==> src/verilog/bist_params.svh <==
`ifndef BIST_PARAMS_SVH
`define BIST_PARAMS_SVH
// Command bus bit positions
`define CMD_ADDR_RESET 0
`define CMD_ADDR_INC 1
`define CMD_INVERT 3
`define CMD_CHECKER 4
`define CMD_WRITE 5
`define CMD_READ 6
`define CMD_YFAST 7
`define CMD_BITMAP 9
// Return bus bit positions
`define RET_EXPIRE 0
`define RET_STALL 1
`define RET_FAIL 2
// Instruction register layout
`define INSTR_LEN 32
`define ENABLE_LSB 0
`define ENABLE_W 10
`define ENG_PULSE_FAIL 15
`define OP_LSB 16
`define OP_W 4
`define MAXX_LSB 20
`define MAXY_LSB 26
`define ADDR_FIELD_W 6
// Opcode of the read-fail-log instruction, other codes run a test
`define OP_READ_LOG 4'h1
// Array dimensions
`define X_W 11
`define Y_W 12
`define MIN_LOCATIONS 8
`define DATA_W 64
`define TAG_W 22
`define VALID_W 24
`define DIRTY_W 8
`define XLAT_W 113
`define XLAT_ENTRIES 128
`define TAG_SET_BIT 12
`define TCM_CS_HI 9
`define TCM_CS_LO 8
// Fail log widths
`define LOG_W 128
`define CS_W 4
`define EXP_W 4
// Array enable bits
`define EN_ICDATA 0
`define EN_ICTAG 1
`define EN_ICVALID 2
`define EN_DCDATA 3
`define EN_DCTAG 4
`define EN_DCVALID 5
`define EN_DCDIRTY 6
`define EN_XLAT 7
`define EN_ITCM 8
`define EN_DTCM 9
`endif

==> src/verilog/bist_pkg.sv <==
package bist_pkg;
    typedef enum logic [1:0] {
        st_idle,
        st_run,
        st_stall,
        st_done
    } dispatch_state_type;
endpackage : bist_pkg

==> src/verilog/addr_scramble.sv <==
`timescale 1ns/10ps
`include "bist_params.svh"
// Address scramble and chip-select gating for one dispatch unit.
module addr_scramble (
    input wire logic [`X_W-1:0] xaddr_in,
    input wire logic [`Y_W-1:0] yaddr_in,
    input wire logic [`ENABLE_W-1:0] enables_in,
    input wire logic access_in,
    input wire logic scan_shift_enable_in,
    output logic [3:0] icache_data_cs_out,
    output logic [3:0] dcache_data_cs_out,
    output logic [3:0] icache_tag_cs_out,
    output logic [3:0] dcache_tag_cs_out,
    output logic icache_valid_cs_out,
    output logic dcache_vd_cs_out,
    output logic xlat_cs_out,
    output logic [1:0] itcm_cs_out,
    output logic [1:0] dtcm_cs_out,
    output logic tag_set_out
);
    // Out of bounds: true when the index lies beyond the array's rows/columns
    function automatic logic outside(input logic [`X_W-1:0] x, input logic [`Y_W-1:0] y,
                                     input int xb, input int yb);
        logic o;
        o = 1'b0;
        for (int i = 0; i < `X_W; i++) if (i >= xb && x[i]) o = 1'b1;
        for (int i = 0; i < `Y_W; i++) if (i >= yb && y[i]) o = 1'b1;
        return o;
    endfunction : outside

    // Bank select decode from the two highest column bits inside the index
    function automatic logic [3:0] bank(input logic [1:0] b);
        return 4'h1 << b;
    endfunction : bank

    wire live = access_in & ~scan_shift_enable_in;
    wire out_cdata = outside(xaddr_in, yaddr_in, 8, 6);
    wire out_tag = outside(xaddr_in, yaddr_in, 8, 5);
    wire out_valid = outside(xaddr_in, yaddr_in, 8, 3);
    wire out_dirty = outside(xaddr_in, yaddr_in, 8, 2);
    wire out_xlat = outside(xaddr_in, yaddr_in, 7, 0);
    wire out_tcm = outside(xaddr_in, yaddr_in, 8, 11);

    // Data and tag banks sit on column bits, gated by the master select
    assign icache_data_cs_out = {4{live & enables_in[`EN_ICDATA] & ~out_cdata}}
                                & bank(yaddr_in[5:4]);
    assign dcache_data_cs_out = {4{live & enables_in[`EN_DCDATA] & ~out_cdata}}
                                & bank(yaddr_in[5:4]);
    assign icache_tag_cs_out = {4{live & enables_in[`EN_ICTAG] & ~out_tag}}
                               & bank(yaddr_in[4:3]);
    assign dcache_tag_cs_out = {4{live & enables_in[`EN_DCTAG] & ~out_tag}}
                               & bank(yaddr_in[4:3]);
    // Valid and dirty share one select
    assign icache_valid_cs_out = live & enables_in[`EN_ICVALID] & ~out_valid;
    assign dcache_vd_cs_out = live & ~out_valid & (enables_in[`EN_DCVALID]
                              | (enables_in[`EN_DCDIRTY] & ~out_dirty));
    assign xlat_cs_out = live & enables_in[`EN_XLAT] & ~out_xlat;
    // Coupled memory implementation selects on upper bits, gated by field 9:8
    wire [1:0] tcm_half = {yaddr_in[10], ~yaddr_in[10]}; // Upper bit picks the half
    assign itcm_cs_out = {2{live & enables_in[`EN_ITCM] & ~out_tcm}} & tcm_half;
    assign dtcm_cs_out = {2{live & enables_in[`EN_DTCM] & ~out_tcm}} & tcm_half;
    assign tag_set_out = xaddr_in[`TAG_SET_BIT-8];
endmodule : addr_scramble

==> src/verilog/memory_bist_dispatch_unit.sv <==
`timescale 1ns/10ps
`include "bist_params.svh"
module memory_bist_dispatch_unit
    import bist_pkg::*;
#(
    parameter logic [`ENABLE_W-1:0] CONNECTED = 10'h3ff
) (
    input wire logic clk_sys_in,
    input wire logic reset_in,
    input wire logic test_clock_gate_in,
    input wire logic [10:0] controller_command_bus_in,
    input wire logic instruction_shift_in,
    input wire logic datalog_shift_in,
    input wire logic serial_test_in,
    input wire logic ram_bypass_select_in,
    input wire logic scan_shift_enable_in,
    input wire logic [`DATA_W-1:0] cache_read_data_in,
    input wire logic [`XLAT_W-1:0] array_read_data_in,
    output logic [`DATA_W-1:0] cache_read_data_out,
    output logic [2:0] cache_unit_return_bus_out,
    output logic [2:0] tcm_unit_return_bus_out,
    output logic [2:0] test_status_out,
    output logic [3:0] icache_data_cs_out,
    output logic [3:0] dcache_data_cs_out,
    output logic [3:0] icache_tag_cs_out,
    output logic [3:0] dcache_tag_cs_out,
    output logic icache_valid_cs_out,
    output logic dcache_vd_cs_out,
    output logic xlat_cs_out,
    output logic [1:0] itcm_cs_out,
    output logic [1:0] dtcm_cs_out,
    output logic tag_set_out,
    output logic write_out,
    output logic [`XLAT_W-1:0] write_data_out,
    output logic [`X_W-1:0] xaddr_out,
    output logic [`Y_W-1:0] yaddr_out
);
    dispatch_state_type state;
    dispatch_state_type next_state;
    logic [`INSTR_LEN-1:0] instr;
    logic [`X_W-1:0] xaddr;
    logic [`Y_W-1:0] yaddr;
    logic [`ENABLE_W-1:0] fail_bits;
    logic [`LOG_W+`CS_W+`EXP_W+17-1:0] log_sr;
    logic logged;
    logic read_pend;
    logic fail_pulse;
    logic fail_sticky;
    logic expired;
    logic [`XLAT_W-1:0] compare_reg;
    logic log_mode;
    logic dshift_d;

    // Decode of the instruction fields
    wire [`ENABLE_W-1:0] enables = instr[`ENABLE_LSB +: `ENABLE_W] & CONNECTED;
    wire [`OP_W-1:0] opcode = instr[`OP_LSB +: `OP_W];
    wire pulse_mode = instr[`ENG_PULSE_FAIL];
    wire [`X_W-1:0] max_x = {instr[`MAXX_LSB +: `ADDR_FIELD_W], 5'h1f};
    wire [`Y_W-1:0] max_y = {instr[`MAXY_LSB +: `ADDR_FIELD_W], 6'h3f};
    wire step = test_clock_gate_in;
    wire [10:0] cmd = controller_command_bus_in;
    wire x_exp = (xaddr == max_x);
    wire y_exp = (yaddr == max_y);
    wire both_exp = x_exp & y_exp;
    // Arrays need eight locations; a degenerate bound never starts a run
    wire big_enough = (32'(max_x) + 1) * (32'(max_y) + 1) >= `MIN_LOCATIONS;
    wire running = (state == st_run);
    wire bitmap = cmd[`CMD_BITMAP];
    wire do_read = running & step & cmd[`CMD_READ];

    // Expected word from the background pattern controls
    wire exp_bit = cmd[`CMD_INVERT] ^ (cmd[`CMD_CHECKER] & (xaddr[0] ^ yaddr[0]));
    wire [`XLAT_W-1:0] expect_word = {`XLAT_W{exp_bit}};
    wire [`XLAT_W-1:0] mask = array_read_data_in ^ expect_word;
    wire miscompare = read_pend & (|mask);

    // Compare register doubles as scan observe point, bypass muxes it in
    assign cache_read_data_out = ram_bypass_select_in ? compare_reg[`DATA_W-1:0]
                                 : cache_read_data_in;

    addr_scramble scramble (
        .xaddr_in(xaddr),
        .yaddr_in(yaddr),
        .enables_in(enables),
        .access_in(running & step & (cmd[`CMD_READ] | cmd[`CMD_WRITE])),
        .scan_shift_enable_in(scan_shift_enable_in),
        .icache_data_cs_out(icache_data_cs_out),
        .dcache_data_cs_out(dcache_data_cs_out),
        .icache_tag_cs_out(icache_tag_cs_out),
        .dcache_tag_cs_out(dcache_tag_cs_out),
        .icache_valid_cs_out(icache_valid_cs_out),
        .dcache_vd_cs_out(dcache_vd_cs_out),
        .xlat_cs_out(xlat_cs_out),
        .itcm_cs_out(itcm_cs_out),
        .dtcm_cs_out(dtcm_cs_out),
        .tag_set_out(tag_set_out)
    );

    assign write_out = running & step & cmd[`CMD_WRITE] & ~scan_shift_enable_in;
    assign write_data_out = expect_word;
    assign xaddr_out = xaddr;
    assign yaddr_out = yaddr;

    // Build the log image for the first enabled array in priority order, select first for data and tag arrays
    function automatic logic [`LOG_W+`CS_W+`EXP_W+17-1:0] pack_log(
        input logic [`ENABLE_W-1:0] en, input logic [3:0] cs, input logic [3:0] ex,
        input logic [`X_W-1:0] x, input logic [`Y_W-1:0] y, input logic [`XLAT_W-1:0] m);
        logic [`LOG_W+`CS_W+`EXP_W+17-1:0] v;
        v = '0;
        if (en[`EN_ICDATA] | en[`EN_DCDATA])
            v[83:0] = {m[63:0], x[7:0], y[3:0], ex, cs};
        else if (en[`EN_ICTAG] | en[`EN_DCTAG])
            v[40:0] = {m[21:0], x[7:0], y[2:0], ex, cs};
        else if (en[`EN_ICVALID] | en[`EN_DCVALID])
            v[35:0] = {m[23:0], x[7:0], ex};
        else if (en[`EN_DCDIRTY])
            v[21:0] = {m[7:0], x[7:0], y[1:0], ex};
        else if (en[`EN_XLAT])
            v[121:0] = {m[112:0], x[4:0], ex};
        else
            v[84:0] = {m[63:0], y[8:3], x[7:0], y[2:0], ex};
        return v;
    endfunction : pack_log

    // Controller steering
    always_comb begin
        next_state = state;
        case (state)
            st_idle: if (step && cmd[`CMD_ADDR_RESET] && !instruction_shift_in
                         && big_enough && opcode != `OP_READ_LOG && |enables)
                next_state = st_run;
            st_run: if (step && both_exp && cmd[`CMD_ADDR_INC] && cmd[`CMD_YFAST])
                next_state = st_done;
            else if (do_read && bitmap)
                next_state = st_stall;
            st_stall: if (!read_pend && !logged)
                next_state = st_run;
            st_done: if (step && instruction_shift_in)
                next_state = st_idle;
            default: next_state = st_idle;
        endcase
    end

    always_ff @(posedge clk_sys_in) begin
        if (reset_in) state <= st_idle;
        else state <= next_state;
    end

    // Row/column counters, stepped only on gated edges
    always_ff @(posedge clk_sys_in) begin
        if (reset_in) begin
            xaddr <= '0;
            yaddr <= '0;
        end else if (step && !instruction_shift_in) begin
            if (cmd[`CMD_ADDR_RESET]) begin
                xaddr <= '0;
                yaddr <= '0;
            end else if (running && cmd[`CMD_ADDR_INC]) begin
                if (cmd[`CMD_YFAST]) begin
                    yaddr <= y_exp ? '0 : yaddr + 1'b1;
                    if (y_exp) xaddr <= x_exp ? '0 : xaddr + 1'b1;
                end else begin
                    xaddr <= x_exp ? '0 : xaddr + 1'b1;
                    if (x_exp) yaddr <= y_exp ? '0 : yaddr + 1'b1;
                end
            end
        end
    end

    // Read compare, logging and fail flags
    always_ff @(posedge clk_sys_in) begin
        if (reset_in) begin
            read_pend <= 1'b0;
            compare_reg <= '0;
            fail_bits <= '0;
            fail_pulse <= 1'b0;
            fail_sticky <= 1'b0;
            logged <= 1'b0;
            log_sr <= '0;
            expired <= 1'b0;
            dshift_d <= 1'b0;
        end else begin
            dshift_d <= datalog_shift_in;
            read_pend <= do_read;
            fail_pulse <= miscompare;
            expired <= running & step & both_exp;
            if (read_pend) compare_reg <= array_read_data_in;
            if (state == st_idle && step && cmd[`CMD_ADDR_RESET]) begin
                fail_bits <= '0;
                fail_sticky <= 1'b0;
            end else if (miscompare) begin
                fail_bits <= fail_bits | enables;
                fail_sticky <= 1'b1;
            end
            // First failure captures the log; shifting drains it
            if (miscompare && !logged) begin
                logged <= 1'b1;
                log_sr <= pack_log(enables, icache_tag_cs_out | dcache_tag_cs_out,
                                   expect_word[3:0], xaddr, yaddr, mask);
            end else if (datalog_shift_in && step) begin
                log_sr <= {serial_test_in, log_sr[$bits(log_sr)-1:1]};
            end else if (dshift_d && !datalog_shift_in) begin
                logged <= 1'b0; // Release of the shift clears the log
                log_sr <= '0;
            end
        end
    end

    // Instruction chain; completion overwrites the enables with fail bits
    always_ff @(posedge clk_sys_in) begin
        if (reset_in) begin
            instr <= '0;
            log_mode <= 1'b0;
        end else if (state == st_run && next_state == st_done) begin
            instr[`ENABLE_LSB +: `ENABLE_W] <= fail_bits & CONNECTED;
        end else if (step && instruction_shift_in) begin
            instr <= {cmd[`CMD_ADDR_INC], instr[`INSTR_LEN-1:1]};
        end else if (step && state == st_idle) begin
            log_mode <= (opcode == `OP_READ_LOG);
        end
    end

    // Serial output: fail log after a read-log opcode or while the datalog shifts, else instruction bits
    wire serial_out = (log_mode || datalog_shift_in) ? log_sr[0] : instr[0];
    wire expire_bit = instruction_shift_in || datalog_shift_in ? serial_out : expired;
    wire stall_bit = (state == st_stall) | (bitmap & do_read);
    wire fail_bit = pulse_mode ? fail_pulse : fail_sticky;
    wire [2:0] ret = {fail_bit, stall_bit, expire_bit};
    wire cache_side = |enables[`EN_XLAT:`EN_ICDATA];

    assign cache_unit_return_bus_out = cache_side ? ret : 3'h0;
    assign tcm_unit_return_bus_out = |enables[`EN_DTCM:`EN_ITCM] ? ret : 3'h0;
    assign test_status_out = {fail_bit, state == st_done, expired};

    // Checks
    expire_rule_a: assert property (@(posedge clk_sys_in) disable iff (reset_in)
        expired |-> $past(both_exp) && $past(running))
        else $error("expire without both counters");
    scan_cs_a: assert property (@(posedge clk_sys_in) disable iff (reset_in)
        scan_shift_enable_in |-> !xlat_cs_out && !write_out && icache_data_cs_out == 4'h0
        && dtcm_cs_out == 2'h0)
        else $error("select active during scan shift");
    bypass_mux_a: assert property (@(posedge clk_sys_in) disable iff (reset_in)
        ram_bypass_select_in |-> cache_read_data_out == compare_reg[`DATA_W-1:0])
        else $error("bypass path not selected");
    sticky_fail_a: assert property (@(posedge clk_sys_in) disable iff (reset_in)
        fail_sticky && !pulse_mode && state != st_idle |=> test_status_out[2])
        else $error("sticky fail dropped");
    pulse_fail_a: assert property (@(posedge clk_sys_in) disable iff (reset_in)
        pulse_mode && miscompare |=> test_status_out[2])
        else $error("fail pulse missing");
    done_status_a: assert property (@(posedge clk_sys_in) disable iff (reset_in)
        state == st_run && next_state == st_done |=> test_status_out[1])
        else $error("completion not shown");
    gate_hold_a: assert property (@(posedge clk_sys_in) disable iff (reset_in)
        !step |=> $stable(xaddr) && $stable(yaddr))
        else $error("counter moved without gate");
    stall_hold_a: assert property (@(posedge clk_sys_in) disable iff (reset_in)
        state == st_stall && logged |-> cache_unit_return_bus_out[1] || !cache_side)
        else $error("stall released early");
    mask_en_a: assert property (@(posedge clk_sys_in) disable iff (reset_in)
        (enables & ~CONNECTED) == '0)
        else $error("unconnected enable live");
endmodule : memory_bist_dispatch_unit
==> config.mk <==
export PLATFORM = sky130hd
export DESIGN_NAME = memory_bist_dispatch_unit
export DESIGN_NICKNAME = d
export VERILOG_FILES = /design/src/verilog/bist_pkg.sv /design/src/verilog/addr_scramble.sv /design/src/verilog/memory_bist_dispatch_unit.sv
export VERILOG_INCLUDE_DIRS = /design/src /design/src/verilog
export SDC_FILE = /design/constraint.sdc
export NUM_CORES = 1
export LEC_CHECK = 0
export BUFFER_PORTS_ARGS = -buffer_cell sky130_fd_sc_hd__clkbuf_2
export CORE_UTILIZATION = 40
export DETAILED_ROUTE_END_ITERATION = 6
export GPL_TIMING_DRIVEN = 0
export SLEW_MARGIN = 15
export SYNTH_ARGS = -nofsm -noshare
export SYNTH_HDL_FRONTEND = slang
export SYNTH_SLANG_ARGS = --single-unit
export TNS_END_PERCENT = 30
==> constraint.sdc <==
create_clock -name clk_sys_in -period 5.85 [get_ports clk_sys_in]
set_clock_uncertainty 0.2 [all_clocks]
set_input_delay 0 -clock clk_sys_in [delete_from_list [all_inputs] [get_ports clk_sys_in]]
set_output_delay 0 -clock clk_sys_in [all_outputs]
set_load 0.005 [all_outputs]
======== Word level (Yosys, flattened, before mapping) ========
Cells that the tools add are included.
word-level totals
  register bits ........................... 291
  bits of input ports ..................... 196
  output and inout port bits .............. 234
  logic and storage cells ................. 232
operators by class
  add/sub/neg operators ................... 4
  multiply operators ...................... 1
  order comparisons ....................... 1
  eq/ne operators ......................... 10
  shift operators ......................... 2
  mux-type cells .......................... 98
  bitwise gates (word level) .............. 57
  reduce and logical (&&, ||, !) cells .... 43
operators by type and width
  cell                   count
  $mux W85               7
  $mux W153              2
  $mux W122              1
  $reduce_or A113 Y1     1
  $xor A113 B113 Y113    1
  $mux W100              1
  $mux W86               1
  $mux W84               1
  $mux W81               1
  $mux W64               1
  $mux W12               5
  $mux W1                58
  $mux W11               5
  $mux W41               1
  $mux W38               1
  $mux W37               1
  $mux W36               1
  $and A1 B1 Y1          30
  $ge A25 B4 Y1 const B  1
  $mul A12 B13 Y25       1
  $mux W22               1
  $mux W10               2
  $logic_and A1 B1 Y1    19
  $and A4 B4 Y4          4
  32 further kinds       69

======== Logic depth before layout (Yosys ltp) ========
  depth after elaboration ................. 18
  gate-level depth with buffers ........... 21

======== Cells and area by module ========
From an unflattened synthesis, not the netlist that was laid out.
unflattened totals
  cells, all modules ...................... 2446
  area, all modules ....................... 20103.0 µm²
modules (own cells, without submodules)
  module                     times used  cells each  area each (µm²)
  memory_bist_dispatch_unit  1           2395        19782.7
  addr_scramble              1           51          320.3

======== Worst setup path after synthesis ========
OpenSTA, ideal clock, no wires.
  kind .................................... flip-flop to flip-flop
  start ................................... reg instr[26]
  end ..................................... reg state[0]
  library setup time ...................... 0.106 ns
  data arrival time ....................... 5.079 ns
  slack ................................... 0.465 ns
  stages on the path, launching flop included .. 20
  path buffers ............................ 1
  path through ............................ dfxtp_1 -> clkbuf_1 -> and3_1 -> nand3_1 -> xnor2_1 -> nand2_1 -> fa_1 -> fa_1 -> inv_1 -> fa_1 -> fa_1 -> ha_1 -> ha_1 -> nor2b_1 -> o21a_1 -> o21ai_0 -> a21oi_1 -> o211ai_1 -> mux2i_1 -> o311ai_0
between the ends
  word-level cells in the longest chain between the ends .. 8
ends and longest elaborated chain
  element                            line                              RTL
  from (decl)                        memory_bist_dispatch_unit.sv:40   logic [`INSTR_LEN-1:0] instr;
  from (signal, indexed assignment)  memory_bist_dispatch_unit.sv:215  instr[`ENABLE_LSB +: `ENABLE_W] <= fail_bits & CONNECTED;
  from (signal assigned)             memory_bist_dispatch_unit.sv:217  instr <= {cmd[`CMD_ADDR_INC], instr[`INSTR_LEN-1:1]};
  $add A12 B1 Y13                    memory_bist_dispatch_unit.sv:66   wire big_enough = (32'(max_x) + 1) * (32'(max_y) + 1) >= `MIN_LOCATIONS;
  $mul A12 B13 Y25                   memory_bist_dispatch_unit.sv:66
  $ge A25 B4 Y1 (no line)            --
  $logic_and A1 B1 Y1                memory_bist_dispatch_unit.sv:129  st_idle: if (step && cmd[`CMD_ADDR_RESET] && !instruction_shift_in
  $logic_and A1 B1 Y1 (no line)      --
  $logic_and A1 B1 Y1                memory_bist_dispatch_unit.sv:129
  $mux W2                            memory_bist_dispatch_unit.sv:129
  $pmux W2 S4 (*)                    memory_bist_dispatch_unit.sv:128  case (state)
  to (signal assigned)               memory_bist_dispatch_unit.sv:145  if (reset_in) state <= st_idle;
  to (signal assigned)               memory_bist_dispatch_unit.sv:146  else state <= next_state;
  to (decl)                          memory_bist_dispatch_unit.sv:38   dispatch_state_type state;
Every way passes the cells marked *; elsewhere a longest branch is shown, timed or not.
A chain may end at the register's enable or synchronous reset.

======== Final worst setup path ========
Ends and elaborated chain as after synthesis.

==> flow_summary.ini <==
[yosys]
synth_flop_cell = dfxtp_1
synth_seq_cells = 291
synth_area_per_cell_um2 = 8.553
synthTopCellsByArea = dfxtp_1, mux2i_1, xnor2_1
synth_edf_count = 0
yosysUniqueCellTypes = 81
synth_common_cells = dfxtp_1, nor2_1, clkbuf_1
synth_warnings = 0
yosysMostFrequentCell = dfxtp_1
ys_seq_area_frac = 0.2803
synthesis.area_um2 = 20780
postSynthCellCount = 2430
yosys.area.top_type = dfxtp_1
synth_top_area_frac = 0.2803
async_reset_ff_frac = 0
synth_nets = 2699

[timing]
slew_headroom = 0.2012
rsz0062_at_grt = false
min_period_ns = 5.580
setup_viol = 0
max_freq_ghz = 0.1792
hold_viol = 0
finalSetupTns_ns = 0
worst_pin_slew_ns = 1.194
min_period_over_period = 0.9538
finalMaxSlewViolations = 0

[cts]
clk_pin_slew_ns = 0.06
clockRootBuffer = clkbuf_16
htree_levels = 2
cts_sinks = 291
cts_tree = yes
clk_latency_ns = 0.56
numCtsBuffers = 36
cts_buffer_depth = 3

[layout]
multi_input_area_um2 = 12750
drive_gt1_frac = 0.2361
fin_util = 0.5139
regArea_um2 = 5829
fillers = 4938
stdcell_count = 3709
largest_register_ff_count = 153
layout.nets = 3272
area_growth_pct = 26.84

[critical_path]
critPathMaxFanout = 7
cp.required_ns = 6.07
start_kind = register
cp-end-kind = register
critPathArrivalTime_ns = 5.80
setup.worst_path.class = reg -> reg

[placement]
dp.cells = 3486
dp_hpwl_um = 65010
gp_congestion = 0.9715
io_buffers = 375

[outcome]
violations = design-rule violations
outcome = complete, but fails checks

[routing]
antenna_left = 0
num_vias = 22540
vias_per_cell = 6.077
firstDrtPassIters = 7
wl_per_cell_um = 23.71
drc = 3
wl_um = 87920
drt_iter0_drc = 2251

[pwr]
p_per_area_nw_per_um2 = 197.8
p_leak_nw = 10.62
peakVddDrop_mv = 0.1690

[run]
cap_viol_max_count = 0

[grt]
track_usage = 0.3197
grt_pass1_wl_um = 131300
grt_overflow_total = 0
antenna_found_initial = 7
grt_pass1_vias = 21260
grt_max_degree = 98

[floorplanning]
rows = 83
start_util = 0.4051
ioPinCount = 430
dieArea_um2 = 52870
die_w_um = 229.9
fp.coreArea_um2 = 51300
dieHeight_um = 229.9

[min_path]
hp-class = in -> out
-- placed cells by master, fill, tap and decap left out, types with 12 or more instances in the layout --
cell	netlist	routed
clkbuf_2	1	377
dfxtp_1	291	288
nor2_1	230	230
clkbuf_1	204	205
dlygate4sd3_1	0	161
mux2i_1	127	127
buf_4	119	121
xnor2_1	117	114
a21oi_1	115	114
a22oi_1	77	77
a221o_1	75	75
a211oi_1	73	73
a22o_1	72	72
nand2_1	69	69
nor3_1	66	66
mux2_2	65	65
o22ai_1	54	54
inv_1	48	48
nor4_1	48	47
ha_1	48	47
buf_2	45	45
nand4_1	42	42
o21ai_0	38	37
o2111a_1	37	37
clkbuf_16	0	36
o221ai_1	34	34
nand3_1	32	32
a221oi_1	33	32
fa_1	25	25
xor2_1	26	23
buf_1	23	23
and3_1	20	20
a311oi_1	18	18
and2_1	16	16
nor2b_1	14	14
a31oi_1	12	12
-- repair_timing --
action                                  in CTS  in global routing
pin swaps                                    0                  3
hold buffers                               161                  0
endpoints found under the setup margin       1                  1
buffers inserted                             0                  1
hold endpoints to repair                   151                  0
gates resized for setup                      6                 14
-- stage by stage --
step	hold WS, ns	setup slack, ns	total power [mW]	cell area (um2)
CTS	0.07595	0.05702	5.219	26310
global route	0.1005	0.001605	5.371	26360
detailed placement	0.07529	-0.2923	2.978	23540
finish	0.07428	0.2704	5.216	26360
floorplan	-0.1293	0.4647	2.619	20780
global placement	0.06671	-0.5249	2.999	23510
-- worst max-delay path, stage by stage (launching register included) --
cell       delay, ns
dfxtp_2         0.34
ha_1            0.22
and3_1          0.23
xnor2_2         0.21
or2_2           0.35
fa_1            0.49
fa_1            0.55
inv_1           0.05
fa_1            0.50
fa_1            0.42
ha_1            0.31
ha_1            0.34
xnor2_1         0.14
nor4b_1         0.28
o211ai_1        0.13
a2111oi_0       0.35
a31o_2          0.23
o311ai_1        0.09
-- metal layers --
metal | track usage | vias up | wire length (um)
met4 | 0.1370 | 6 | 3597
met2 | 0.5069 | 1291 | 39800
li1 | - | 10110 | -
met1 | 0.4181 | 10870 | 36150
met3 | 0.06684 | 256 | 8331
met5 | 0 | - | 40
-- layout make-up --
cell class / count / area share
sequential: 291 / 0.2211
tap: 680 / 0.03227
clock inverter: 11 / 0.003085
inverter: 50 / 0.007119
clock buffer: 52 / 0.03987
antenna: 1 / 0.00009493
timing repair buffer: 538 / 0.1337
buffer: 399 / 0.07912
multi-input combinational: 1687 / 0.4836
-- where the power goes --
part | internal (mW) | total (mW) | switching [mW]
sequential | 1.98 | 1.99 | 0.00170
combinational | 0.454 | 1.05 | 0.594
clock | 1.25 | 2.18 | 0.929
total | 3.69 | 5.22 | 1.52
-- final timing paths --
check / startpoint / endpoint / slack (ns) / depth (start not counted)
hold / removal: controller_command_bus_in[5] / write_out / 0.07 / 4
hold reg to reg: fail_bits[0] / fail_bits[0] / 0.27 / 2
setup / recovery: instr[26] / state[0] / 0.27 / 17
setup reg to reg: instr[26] / state[0] / 0.27 / 17
-- cells by family (layout without fill, tap and decap cells) --
logic type,count (synthesis),in the layout,share of synthesized area
xor gates and xnor gates,149,149,0.06712
buffers and inverters,452,1050,0.1095
muxes,192,192,0.09638
adders and majority gates,73,73,0.05298
DFF,291,291,0.2803
and+or+nand+nor,578,578,0.1358
other,0,1,0
AOI/OAI and AO/OA,695,695,0.2580
No activity file was read; power rests on OpenSTA's default activity.
